File: config.mk
export PLATFORM = sky130hd
export DESIGN_NAME = ric_controller
export DESIGN_NICKNAME = d
export VERILOG_FILES = /design/src/ric_pkg.sv /design/src/ric_controller.sv
export VERILOG_INCLUDE_DIRS = /design/src
export SDC_FILE = /design/constraint.sdc
export NUM_CORES = 1
export LEC_CHECK = 0
export ABC_AREA = 1
export BUFFER_PORTS_ARGS = -buffer_cell sky130_fd_sc_hd__buf_4
export CELL_PAD_IN_SITES_DETAIL_PLACEMENT = 1
export CELL_PAD_IN_SITES_GLOBAL_PLACEMENT = 2
export CORE_MARGIN = 2
export CORE_UTILIZATION = 30
export CTS_CLUSTER_SIZE = 28
export DETAILED_ROUTE_END_ITERATION = 6
export GPL_ROUTABILITY_DRIVEN = 0
export PLACE_DENSITY_LB_ADDON = 0.12
export SKIP_LAST_GASP = 1
export SLEW_MARGIN = 5
export SYNTH_ARGS = -nofsm -noshare
export SYNTH_HDL_FRONTEND = slang
export SYNTH_SLANG_ARGS = --single-unit
File: constraint.sdc
create_clock -name clk_in -period 3.8 [get_ports clk_in]
set_clock_uncertainty 0.2 [all_clocks]
set_input_delay 0.19 -clock clk_in [delete_from_list [all_inputs] [get_ports clk_in]]
set_output_delay 0.19 -clock clk_in [all_outputs]
set_load 0.05 [all_outputs]
File: src/ric_params.svh
`ifndef RIC_PARAMS_SVH
`define RIC_PARAMS_SVH

// register offsets on the plain register port
`define RIC_OFS_FLAGS_PRI  8'h00
`define RIC_OFS_FLAGS_SEC  8'h01
`define RIC_OFS_MASK_PRI   8'h02
`define RIC_OFS_MASK_SEC   8'h03
`define RIC_OFS_STATUS1    8'h04
`define RIC_OFS_PIN_CTRL   8'h05
`define RIC_OFS_WATER      8'h06

// widths
`define RIC_DATA_W   8
`define RIC_ADDR_W   8
`define RIC_FLAG_W   7
`define RIC_CNT_W    10
`define RIC_ERR_W    8
`define RIC_CMD_W    4
`define RIC_TIMERS   5

// set/clear qualifier position in a flag or mask write
`define RIC_QUAL_BIT 7

// primary flag positions
`define RIC_P_TX     0
`define RIC_P_RX     1
`define RIC_P_IDLE   2
`define RIC_P_HIGH   3
`define RIC_P_LOW    4
`define RIC_P_ERR    5
`define RIC_P_SOF    6

// secondary flag positions (timers occupy 0..4)
`define RIC_S_TIMER0 0
`define RIC_S_CARD   5
`define RIC_S_ANY    6

// status and pin control positions
`define RIC_ST_IRQ      0
`define RIC_ST_HIGH     1
`define RIC_ST_LOW      2
`define RIC_PC_ENABLE   0
`define RIC_PC_INVERT   1

// reset values
`define RIC_RST_FLAGS 7'h00
`define RIC_RST_MASK  7'h00
`define RIC_RST_PIN   2'h0
`define RIC_RST_WATER 8'h08
`define RIC_RST_DATA  8'h00
`define RIC_CMD_IDLE  4'h0

`endif

File: src/ric_pkg.sv
`default_nettype none
`include "ric_params.svh"

package ric_pkg;

	// transmitter phase, gray coded along idle -> data -> end of frame
	typedef enum logic [1:0] {
		RIC_TX_IDLE = 2'h0,
		RIC_TX_DATA = 2'h1,
		RIC_TX_EOF  = 2'h3,
		RIC_TX_WAIT = 2'h2
	} ric_tx_phase_type;

	// one-cycle event pulses and levels from the neighbouring units
	typedef struct packed {
		logic [`RIC_TIMERS-1:0] timer_underflow;
		logic                   receive_end;
		logic                   frame_start;
		logic                   card_detect;
		logic [`RIC_ERR_W-1:0]  error_bits;
		logic [`RIC_CMD_W-1:0]  command;
		ric_tx_phase_type       tx_phase;
		logic [`RIC_CNT_W-1:0]  fifo_count;
	} ric_events_type;

	// whole state of the controller
	typedef struct packed {
		logic [`RIC_FLAG_W-1:0] flags_pri;
		logic [`RIC_FLAG_W-1:0] flags_sec;
		logic [`RIC_FLAG_W-1:0] mask_pri;
		logic [`RIC_FLAG_W-1:0] mask_sec;
		logic [1:0]             pin_ctrl;
		logic [`RIC_DATA_W-1:0] water;
		logic                   high_seen;
		logic                   low_seen;
		ric_tx_phase_type       tx_last;
		logic                   cmd_busy;
		logic                   irq;
		logic                   irq_pin;
		logic [`RIC_DATA_W-1:0] rd_data;
	} ric_state_type;

endpackage

`default_nettype wire

File: src/ric_controller.sv
`default_nettype none
`include "ric_params.svh"

module ric_controller
	import ric_pkg::*;
#(
	parameter int FIFO_DEPTH = 512
) (
	input  wire logic                   clk_in,      // 50 MHz system clock
	input  wire logic                   rst_in,      // sync reset, high
	input  wire logic [`RIC_ADDR_W-1:0] addr_in,     // register address
	input  wire logic [`RIC_DATA_W-1:0] wr_data_in,  // write data
	input  wire logic                   wr_in,       // write strobe
	input  wire logic                   rd_in,       // read strobe
	input  wire ric_events_type         events_in,   // unit events
	output logic      [`RIC_DATA_W-1:0] rd_data_out, // read data, next cycle
	output logic                        irq_out,     // pending, active high
	output logic                        irq_pin_out  // interrupt pin level
);

	ric_state_type cur;
	ric_state_type next_cur;

	// bit 7 of the write decides set or clear of the ones below it
	function automatic logic [`RIC_FLAG_W-1:0] qualify_write(
		input logic [`RIC_FLAG_W-1:0] old_val,
		input logic [`RIC_DATA_W-1:0] wdata
	);
		logic [`RIC_FLAG_W-1:0] bits;
		bits = wdata[`RIC_FLAG_W-1:0];
		if (wdata[`RIC_QUAL_BIT]) begin
			qualify_write = old_val | bits;
		end else begin
			qualify_write = old_val & ~bits;
		end
	endfunction

	// the bits that a write clears, for set-wins merging
	function automatic logic [`RIC_FLAG_W-1:0] clear_bits(
		input logic [`RIC_DATA_W-1:0] wdata
	);
		if (wdata[`RIC_QUAL_BIT]) begin
			clear_bits = '0;
		end else begin
			clear_bits = wdata[`RIC_FLAG_W-1:0];
		end
	endfunction

	// the bits that a write forces on
	function automatic logic [`RIC_FLAG_W-1:0] set_bits(
		input logic [`RIC_DATA_W-1:0] wdata
	);
		if (wdata[`RIC_QUAL_BIT]) begin
			set_bits = wdata[`RIC_FLAG_W-1:0];
		end else begin
			set_bits = '0;
		end
	endfunction

	// address decode for the write strobes; the read mux decodes with its own case
	function automatic logic hit(
		input logic [`RIC_ADDR_W-1:0] a,
		input logic [`RIC_ADDR_W-1:0] ofs
	);
		hit = (a == ofs);
	endfunction

	// FIFO alert levels from the single water level
	logic [`RIC_CNT_W:0] water_wide;
	logic [`RIC_CNT_W:0] count_wide;
	logic [`RIC_CNT_W:0] depth_wide;
	logic                fifo_high_status;
	logic                fifo_low_status;

	// high alert counts down from the top, low alert up from the bottom
	always_comb begin
		water_wide = {{(`RIC_CNT_W + 1 - `RIC_DATA_W){1'b0}}, cur.water};
		count_wide = {1'b0, events_in.fifo_count};
		depth_wide = (`RIC_CNT_W + 1)'(FIFO_DEPTH);
		// a level above the depth saturates instead of wrapping
		if (water_wide > depth_wide) begin
			fifo_high_status = 1'b1;
		end else begin
			fifo_high_status = count_wide >= (depth_wide - water_wide);
		end
		fifo_low_status = count_wide <= water_wide;
	end

	// hardware event vectors for both flag registers
	logic [`RIC_FLAG_W-1:0] hw_pri;
	logic [`RIC_FLAG_W-1:0] hw_sec;
	logic                   cmd_is_idle;
	logic                   tx_to_eof;

	always_comb begin
		cmd_is_idle = (events_in.command == `RIC_CMD_IDLE);
		tx_to_eof   = (cur.tx_last == RIC_TX_DATA)
			&& (events_in.tx_phase == RIC_TX_EOF);
		hw_pri = '0;
		hw_pri[`RIC_P_TX]   = tx_to_eof;
		hw_pri[`RIC_P_RX]   = events_in.receive_end;
		hw_pri[`RIC_P_IDLE] = cur.cmd_busy && cmd_is_idle;
		hw_pri[`RIC_P_HIGH] = fifo_high_status && !cur.high_seen;
		hw_pri[`RIC_P_LOW]  = fifo_low_status && !cur.low_seen;
		hw_pri[`RIC_P_ERR]  = |events_in.error_bits;
		hw_pri[`RIC_P_SOF]  = events_in.frame_start;
		hw_sec = '0;
		hw_sec[`RIC_S_TIMER0 +: `RIC_TIMERS] = events_in.timer_underflow;
		hw_sec[`RIC_S_CARD] = events_in.card_detect;
	end

	// write strobes per register
	logic wr_fp;
	logic wr_fs;
	logic wr_mp;
	logic wr_ms;
	logic wr_pc;
	logic wr_wl;

	always_comb begin
		wr_fp = wr_in && hit(addr_in, `RIC_OFS_FLAGS_PRI);
		wr_fs = wr_in && hit(addr_in, `RIC_OFS_FLAGS_SEC);
		wr_mp = wr_in && hit(addr_in, `RIC_OFS_MASK_PRI);
		wr_ms = wr_in && hit(addr_in, `RIC_OFS_MASK_SEC);
		wr_pc = wr_in && hit(addr_in, `RIC_OFS_PIN_CTRL);
		wr_wl = wr_in && hit(addr_in, `RIC_OFS_WATER);
	end

	// merged flag values; hardware set wins over a software clear
	logic [`RIC_FLAG_W-1:0] fp_keep;
	logic [`RIC_FLAG_W-1:0] fs_keep;
	logic [`RIC_FLAG_W-1:0] fp_new;
	logic [`RIC_FLAG_W-1:0] fs_new;
	logic [`RIC_FLAG_W-1:0] fs_others;
	logic                   others_pending;
	logic                   any_pending;

	always_comb begin
		fp_keep = cur.flags_pri;
		fs_keep = cur.flags_sec;
		if (wr_fp) begin
			fp_keep = (cur.flags_pri & ~clear_bits(wr_data_in))
				| set_bits(wr_data_in);
		end
		if (wr_fs) begin
			// timer flags are reachable here like any other
			fs_keep = (cur.flags_sec & ~clear_bits(wr_data_in))
				| set_bits(wr_data_in);
		end
		fp_new = fp_keep | hw_pri;
		fs_others = (fs_keep | hw_sec) & ~(`RIC_FLAG_W'(1) << `RIC_S_ANY);
		// global flag looks at every other source through its enable
		others_pending = |(fp_new & cur.mask_pri)
			|| |(fs_others & cur.mask_sec);
		fs_new = fs_keep | hw_sec;
		if (others_pending) begin
			fs_new[`RIC_S_ANY] = 1'b1;
		end
		// only enabled requests reach the indication
		any_pending = |(fp_new & cur.mask_pri)
			|| |(fs_new & cur.mask_sec);
	end

	// read mux; data stand in the cycle after the strobe only
	logic [`RIC_DATA_W-1:0] rd_mux;
	logic [`RIC_DATA_W-1:0] status1;

	always_comb begin
		status1 = '0;
		status1[`RIC_ST_IRQ]  = cur.irq;
		status1[`RIC_ST_HIGH] = fifo_high_status;
		status1[`RIC_ST_LOW]  = fifo_low_status;
		rd_mux = `RIC_RST_DATA;
		// bit 7 of the flag and mask registers reads zero: it is a write qualifier, not storage
		unique case (addr_in)
			`RIC_OFS_FLAGS_PRI: rd_mux = {1'b0, cur.flags_pri};
			`RIC_OFS_FLAGS_SEC: rd_mux = {1'b0, cur.flags_sec};
			`RIC_OFS_MASK_PRI:  rd_mux = {1'b0, cur.mask_pri};
			`RIC_OFS_MASK_SEC:  rd_mux = {1'b0, cur.mask_sec};
			`RIC_OFS_STATUS1:   rd_mux = status1;
			`RIC_OFS_PIN_CTRL:  rd_mux = {6'h00, cur.pin_ctrl};
			`RIC_OFS_WATER:     rd_mux = cur.water;
			default:            rd_mux = `RIC_RST_DATA;
		endcase
	end

	// next state
	always_comb begin
		next_cur = cur;
		next_cur.flags_pri = fp_new;
		next_cur.flags_sec = fs_new;
		if (wr_mp) begin
			next_cur.mask_pri = qualify_write(cur.mask_pri, wr_data_in);
		end
		if (wr_ms) begin
			next_cur.mask_sec = qualify_write(cur.mask_sec, wr_data_in);
		end
		if (wr_pc) begin
			next_cur.pin_ctrl = wr_data_in[1:0];
		end
		if (wr_wl) begin
			next_cur.water = wr_data_in;
		end
		// edge memory: a flag cleared while the level holds stays clear
		next_cur.high_seen = fifo_high_status;
		next_cur.low_seen  = fifo_low_status;
		next_cur.tx_last   = events_in.tx_phase;
		next_cur.cmd_busy  = !cmd_is_idle;
		// indication follows the merged flags by one register stage
		next_cur.irq = any_pending;
		if (cur.pin_ctrl[`RIC_PC_ENABLE]) begin
			next_cur.irq_pin = any_pending ^ cur.pin_ctrl[`RIC_PC_INVERT];
		end else begin
			// pin parked at its inactive level while not activated
			next_cur.irq_pin = cur.pin_ctrl[`RIC_PC_INVERT];
		end
		if (rd_in) begin
			next_cur.rd_data = rd_mux;
		end else begin
			next_cur.rd_data = `RIC_RST_DATA;
		end
	end

	// single state register; the error flag is level-driven by design
	always_ff @(posedge clk_in) begin
		if (rst_in) begin
			cur.flags_pri <= `RIC_RST_FLAGS;
			cur.flags_sec <= `RIC_RST_FLAGS;
			cur.mask_pri  <= `RIC_RST_MASK;
			cur.mask_sec  <= `RIC_RST_MASK;
			cur.pin_ctrl  <= `RIC_RST_PIN;
			cur.water     <= `RIC_RST_WATER;
			// seen bits start high so a level present at reset is no edge
			cur.high_seen <= 1'b1;
			cur.low_seen  <= 1'b1;
			cur.tx_last   <= RIC_TX_IDLE;
			cur.cmd_busy  <= 1'b0;
			cur.irq       <= 1'b0;
			cur.irq_pin   <= 1'b0;
			cur.rd_data   <= `RIC_RST_DATA;
		end else begin
			cur <= next_cur;
		end
	end

	// outputs straight from the state register
	assign rd_data_out = cur.rd_data;
	assign irq_out     = cur.irq;
	assign irq_pin_out = cur.irq_pin;

endmodule

`default_nettype wire

==> results.md, run 1 <==
* Status: finished, violations left
* Failing checks: hold timing
* Startpoint Class: flop
* Via Count at 3369
* Drt drc at 0
* Total core area at 10750 sq um
* CP endpoint kind: flop
* Synth area leader: dfxtp_1
* Slew of the pin with the lowest slew margin at 0.7389 ns
* Power Density at 264.6 nW/um^2
* Total negative setup slack at 0 ns
* CP max FO at 3
* Seq/Total Area, Yosys at 0.3235
* Syn_nets at 555
* Vias in the first global route at 3604
* Syn. warnings at 0
* Synth unique cells at 38
* Commonest non-fill, non-tap cell in the layout: nand2_1
* EDFF count, synth at 0
* GRT Total Usage at 0.2011
* CTS tree: built
* Iteration-0 DRC Markers at 113
* Total wire length at 11.10 mm
* Required time of the critical path at 3.83 ns
* Drt wl/cell at 15.91 um
* Top routing layer used: met4
* Drt via density at 4.827
* Relative slew slack at 0.4947
* Die Height at 108.6 um
* Lkg Pwr at 0.001924 uW
* GRT overflow at 0
* Worst hold margin at -0.004489 ns
* Total CTS buffers at 5
* Top FF cell, synth: dfxtp_1
* Final nets at 627
* Detail Route Antenna Nets at 0
* Ranking of synthesized cells by area: dfxtp_1 (32%), nand2_1 (14%), inv_1 (8.7%), ha_1 (6.9%), nand3_1 (5.3%)
* DRT Pass-1 Iters at 4
* Root Buffer: clkbuf_8
* Synthesis-stage register bit count at 53
* Initial core utilization at 0.3052
* Tcrit/Tclk final at 0.8125
* Area growth, synth to finish at 25.64%
* Met1 Wirelength at 5.208 mm
* Die area at 11780 sq um
* Met3 Routed Length at 489 um
* Worst EP arrival at 3.12 ns
* RSZ-0062 raised after global routing: false
* Die span in x at 108.6 um
* Post-CTS Setup Inserts at 0
* Final Hold Vio Count at 1
* Bufs on Longest Clock Path at 2
* Row cnt at 38
* Max Clock Freq at 0.3239 GHz
* Fillers at 1401
* I/O pin cnt at 62
* Setup violations, final at 0
* Syn Area/Cell at 6.762 sq um
* Final Core Density at 0.3834
* Fin. max-slew vios at 0
* Fin crit period at 3.087 ns
* Clk Latency, worst-skew pair at 0.32 ns
* Most frequent cells in the layout: nand2_1 (118), inv_1 (76), buf_4 (62)
* Worst min path class: in -> reg
* Met2 wire len at 5.284 mm
* Clock sinks at 53
* Port Buffers at 61
* Largest net degree at the start of global routing at 21
* Ant diodes at 0
* Initial antenna violation count at 0
* FFs w/ async S/R, synth at 0
* Dpl hpwl at 8.602 mm
* Crit Path Category: reg -> reg
* Max-Cap Viols at 0
* Post-Syn Area at 3279 sq um
* First-pass GRT wire length at 18.13 mm
* Share of the synthesized area in the top cell type at 0.3235
* H-tree depth at 2
* Mapped Cells at 485
* Worst-path clk slew at 0.11 ns
* Max VDD drop at 0.1316 mV
* Share of layout cells above drive strength 1 at 0.1667
routing by layer:
layer  global-route usage  vias to the layer above
li1                     -                     1711
met1               0.2678                     1578
met2               0.3478                       69
met3              0.02351                       11
met4              0.04396                        0
met5                    0                        -
repair_timing:
action / 4_1_cts / 5_1_grt
hold buffers: 22 / 0
resized for setup: 0 / 0
hold endpoints to repair: 30 / 0
layout make-up:
| cell class | count | area [sq um] | share of cell area |
|---|---|---|---|
| clock buffer | 5 | 68.82 | 0.01670 |
| clock inverter | 3 | 21.27 | 0.005162 |
| inverter | 80 | 305.3 | 0.07410 |
| multi-input combinational | 333 | 1803 | 0.4376 |
| sequential | 53 | 1061 | 0.2575 |
| tap | 140 | 175.2 | 0.04251 |
| timing repair buffer | 84 | 685.7 | 0.1664 |
worst paths after layout:
path	slack [ns]	depth (start not counted)	from	end
hold / removal	-0.004	5	events_in[29]	cur[41]
setup / recovery	0.71	17	cur[15]	irq_pin_out
hold reg to reg	0.28	2	flop	flop
setup reg to reg	0.71	17	cur[15]	irq_pin_out
metrics by stage:
| stage | hold slack [ns] | cell area, sq um | power [uW] | cells | setup slack [ns] |
|---|---|---|---|---|---|
| final | -0.004489 | 4120 | 1090 | 698 | 0.7127 |
| after floorplan | 0.08793 | 3279 | 662.4 | 485 | 1.143 |
| after CTS | 0.003229 | 4120 | 1103 | 698 | 0.6952 |
| after detailed placement | 0.2202 | 3810 | 741.3 | 668 | 0.7112 |
| after global placement | 0.2000 | 3810 | 737.6 | 668 | 0.8218 |
| after global routing | 0.01670 | 4120 | 1147 | 698 | 0.3951 |
cell usage after synthesis (2+ instances only):
library cell	count
a211oi_1	3
nand3_1	35
ha_1	18
o21ai_0	30
nor4_1	2
o22ai_1	9
dfxtp_1	53
nor2_1	30
a21oi_1	34
nand3_2	3
clkbuf_1	6
nand2_2	4
nor3_1	7
nand2_4	2
inv_2	2
nor2_2	2
buf_4	9
inv_1	76
a2111oi_0	2
nand3b_1	5
nand2_1	118
nor2_4	4
xor2_1	6
nand4_1	3
buf_2	4
o21ai_2	2
a221oi_1	5
cell families (layout without fill, tap and decap cells):
family / Yosys count / count (layout) / share of synthesized area
AOI/OAI and AO/OA: 89 / 89 / 0.1541
xor gates and xnor gates: 6 / 6 / 0.01602
adders and majority gates: 18 / 18 / 0.06868
buffers and inverters: 99 / 172 / 0.1267
DFF: 53 / 53 / 0.3235
and+or+nand+nor: 220 / 220 / 0.3110
worst max-delay path, cell delays in order, from the launching register on:
cell     delay (ns)
dfxtp_1        0.34
nor3_1         0.35
nand3_1        0.17
nor3_1         0.33
nand2_1        0.10
ha_1           0.32
a21oi_1        0.15
nand2_1        0.06
a21oi_1        0.16
nand3_1        0.12
nand2_1        0.10
nand2_1        0.05
nand2_1        0.05
nand2_1        0.09
nor2_4         0.10
nand3_2        0.11
a21oi_1        0.15
nor2_1         0.06
where the power goes:
part	switching (uW)	internal (uW)	leakage, uW
logic	90.5	79.5	0.00145
registers	6.40	567	0.000432
clock network	215	132	0.0000445
total	312	778	0.00192
No activity file was read; power rests on OpenSTA's default activity.
==> run 2, diff against run 1 <==
CORE_UTILIZATION = 27   (was 30)
clock period = 2.56 ns   (was 3.8 ns; I/O delays follow)
==> results.md, run 2 (synthesized netlist as in run 1, its figures left out) <==
* RSZ-0062 raised after global routing: true (was false)
* Drt drc at 0 (unchanged)
* Total CTS buffers at 5 (unchanged)
* Clk Latency, worst-skew pair at 0.30 ns (was 0.32 ns)
* Root Buffer: clkbuf_16 (was clkbuf_8)
* Bufs on Longest Clock Path at 2 (unchanged)
* GRT overflow at 0 (unchanged)
* Initial antenna violation count at 0 (unchanged)
* Fillers at 1520 (was 1401)
* Commonest non-fill, non-tap cell in the layout: nand2_1 (unchanged)
* Port Buffers at 61 (unchanged)
* Total wire length at 11.98 mm (was 11.10 mm)
* Relative slew slack at 0.6011 (was 0.4947)
* Lkg Pwr at 0.002102 uW (was 0.001924 uW)
* Drt wl/cell at 16.28 um (was 15.91 um)
* Worst-path clk slew at 0.07 ns (was 0.11 ns)
* Worst min path class: in -> reg (unchanged)
* Startpoint Class: flop (unchanged)
* Fin. max-slew vios at 0 (unchanged)
* Crit Path Category: reg -> reg (unchanged)
* Max VDD drop at 0.2506 mV (was 0.1316 mV)
* Ant diodes at 0 (unchanged)
* CP max FO at 3 (unchanged)
* Critical Path Slowest Stage Cell: dfxtp_4 (was nor3_1)
* Setup ws final at -0.08306 ns (was 0.7127 ns)
* Detail Route Antenna Nets at 0 (unchanged)
* Tcrit/Tclk final at 1.032 (was 0.8125)
* Fin crit period at 2.643 ns (was 3.087 ns)
* Die span in x at 114.2 um (was 108.6 um)
* Worst EP arrival at 2.64 ns (was 3.12 ns)
* Die Height at 114.2 um (was 108.6 um)
* Required time of the critical path at 2.56 ns (was 3.83 ns)
* Crit-path max cell delay at 0.37 ns (was 0.35 ns)
* Die area at 13040 sq um (was 11780 sq um)
* Total core area at 11910 sq um (was 10750 sq um)
* Final Non-Filler Cells at 736 (was 698)
* Post-place setup slack at -0.3008 ns (was 0.7112 ns)
* Worst hold margin at 0.02872 ns (was -0.004489 ns)
* Slew of the pin with the lowest slew margin at 0.5938 ns (was 0.7389 ns)
* GRT Total Usage at 0.1924 (was 0.2011)
* Status: finished, violations left (unchanged)
* Largest net degree at the start of global routing at 21 (unchanged)
* Most frequent cells in the layout: nand2_1 (113), buf_4 (89), inv_1 (74) (was nand2_1 (118), inv_1 (76), buf_4 (62))
* First-pass GRT wire length at 19.13 mm (was 18.13 mm)
* Failing checks: setup timing (was hold timing)
* Vias in the first global route at 3683 (was 3604)
* Iteration-0 DRC Markers at 115 (was 113)
* CP endpoint kind: flop (unchanged)
* Clock sinks at 53 (unchanged)
* Critical Path, Cell by Cell: nor3_4, nand3_2, nor3_4, nand2_1, ha_4, a21oi_1, nand2_1, a21oi_2, nand3_2, nand2_2, nand2_2, nand2_2, nand2_2, nor2_4, nand3_4, a21oi_2, nor2_1 (was nor3_1, nand3_1, nor3_1, nand2_1, ha_1, a21oi_1, nand2_1, a21oi_1, nand3_1, nand2_1, nand2_1, nand2_1, nand2_1, nor2_4, nand3_2, a21oi_1, nor2_1)
* Max Clock Freq at 0.3784 GHz (was 0.3239 GHz)
* Max-Cap Viols at 0 (unchanged)
* Area growth, synth to finish at 39.07% (was 25.64%)
* I/O pin cnt at 62 (unchanged)
* Final Hold Vio Count at 0 (was 1)
* Share of layout cells above drive strength 1 at 0.2428 (was 0.1667)
* Final nets at 658 (was 627)
* Via Count at 3527 (was 3369)
* Setup violations, final at 3 (was 0)
* DRT Pass-1 Iters at 4 (unchanged)
* Row cnt at 40 (was 38)
* Initial core utilization at 0.2753 (was 0.3052)
* CTS tree: built (unchanged)
* Dpl hpwl at 9.202 mm (was 8.602 mm)
* Power Density at 398.9 nW/um^2 (was 264.6 nW/um^2)
* Most frequent CP cell: nand2_2 (was nand2_1)
* Placed insts at 698 (was 668)
* H-tree depth at 2 (unchanged)
* Drt via density at 4.792 (was 4.827)
[run 2: cell types whose count changed in the layout (fill, tap and decap cells not counted), sizes merged]
cell | previous run | this run
clkbuf | 5 | 7
buf | 62 | 89
inv | 79 | 78
clkinv | 3 | 2
dlygate4sd3 | 22 | 26
[run 2: area by class of cell]
class                   instances  area, sq um  area share
inverters                      80        307.8     0.06749
repair buffers                115        928.4      0.2036
clock buffers                   7        132.6     0.02908
multi-input cells             333         1933      0.4239
flip-flops and latches         53         1067      0.2340
clock inverters                 1        7.507    0.001646
well taps                     147        183.9     0.04033
[run 2: metal layers]
metal  wire, um  part of all wire  GRT usage
met5          0                 0          0
met4        125             0.010    0.04634
met3        335             0.028    0.02329
met2       5712              0.48     0.3341
met1       5806              0.48     0.2543
[run 2: power by group]
part | switching (uW) | total (uW) | internal [uW] | leakage (uW)
Combinational | 145 | 276 | 131 | 0.00160
Sequential | 9.97 | 851 | 841 | 0.000434
Clock | 328 | 693 | 365 | 0.0000641
Total | 482 | 1820 | 1340 | 0.00210
[run 2: timing repair]
| item | 4_1_cts | 5_1_grt |
|---|---|---|
| resized for setup | 15 | 15 |
| endpoints found under the hold margin | 33 | 0 |
| setup endpoints to repair | 3 | 5 |
| setup buffers | 3 | 1 |
| hold buffers | 26 | 0 |
| pin swaps | 19 | 16 |
[run 2: final timing paths]
| check | start | cells past startpoint | slack, ns | endpoint |
|---|---|---|---|---|
| max | cur[15] | 17 | -0.08 | irq_pin_out |
| min reg2reg | flop | 2 | 0.28 | flop |
| max reg2reg | cur[15] | 17 | -0.08 | irq_pin_out |
| min | rd_in | 3 | 0.03 | rd_data_out[0] |
[run 2: worst max-delay path, delay by kind of cell (launching register included)]
family / cells / cell delay [ns]
AND/OR/NAND/NOR: 13 / 1.32
AO/OA/AOI/OAI: 3 / 0.41
flip-flops: 1 / 0.37
adder cells (fa/ha/maj): 1 / 0.24
[run 2: metrics by stage]
step	TNS [ns]	utilization	cell area (sq um)	total power, uW
after floorplan	0	-	3294	983.3
after global placement	-0.2718	0.3363	4006	1101
after detailed placement	-0.6602	0.3363	4006	1108
after CTS	-0.6855	0.3774	4496	1834
after global routing	-0.7316	0.3829	4561	1898
final	-0.1244	0.3829	4561	1819
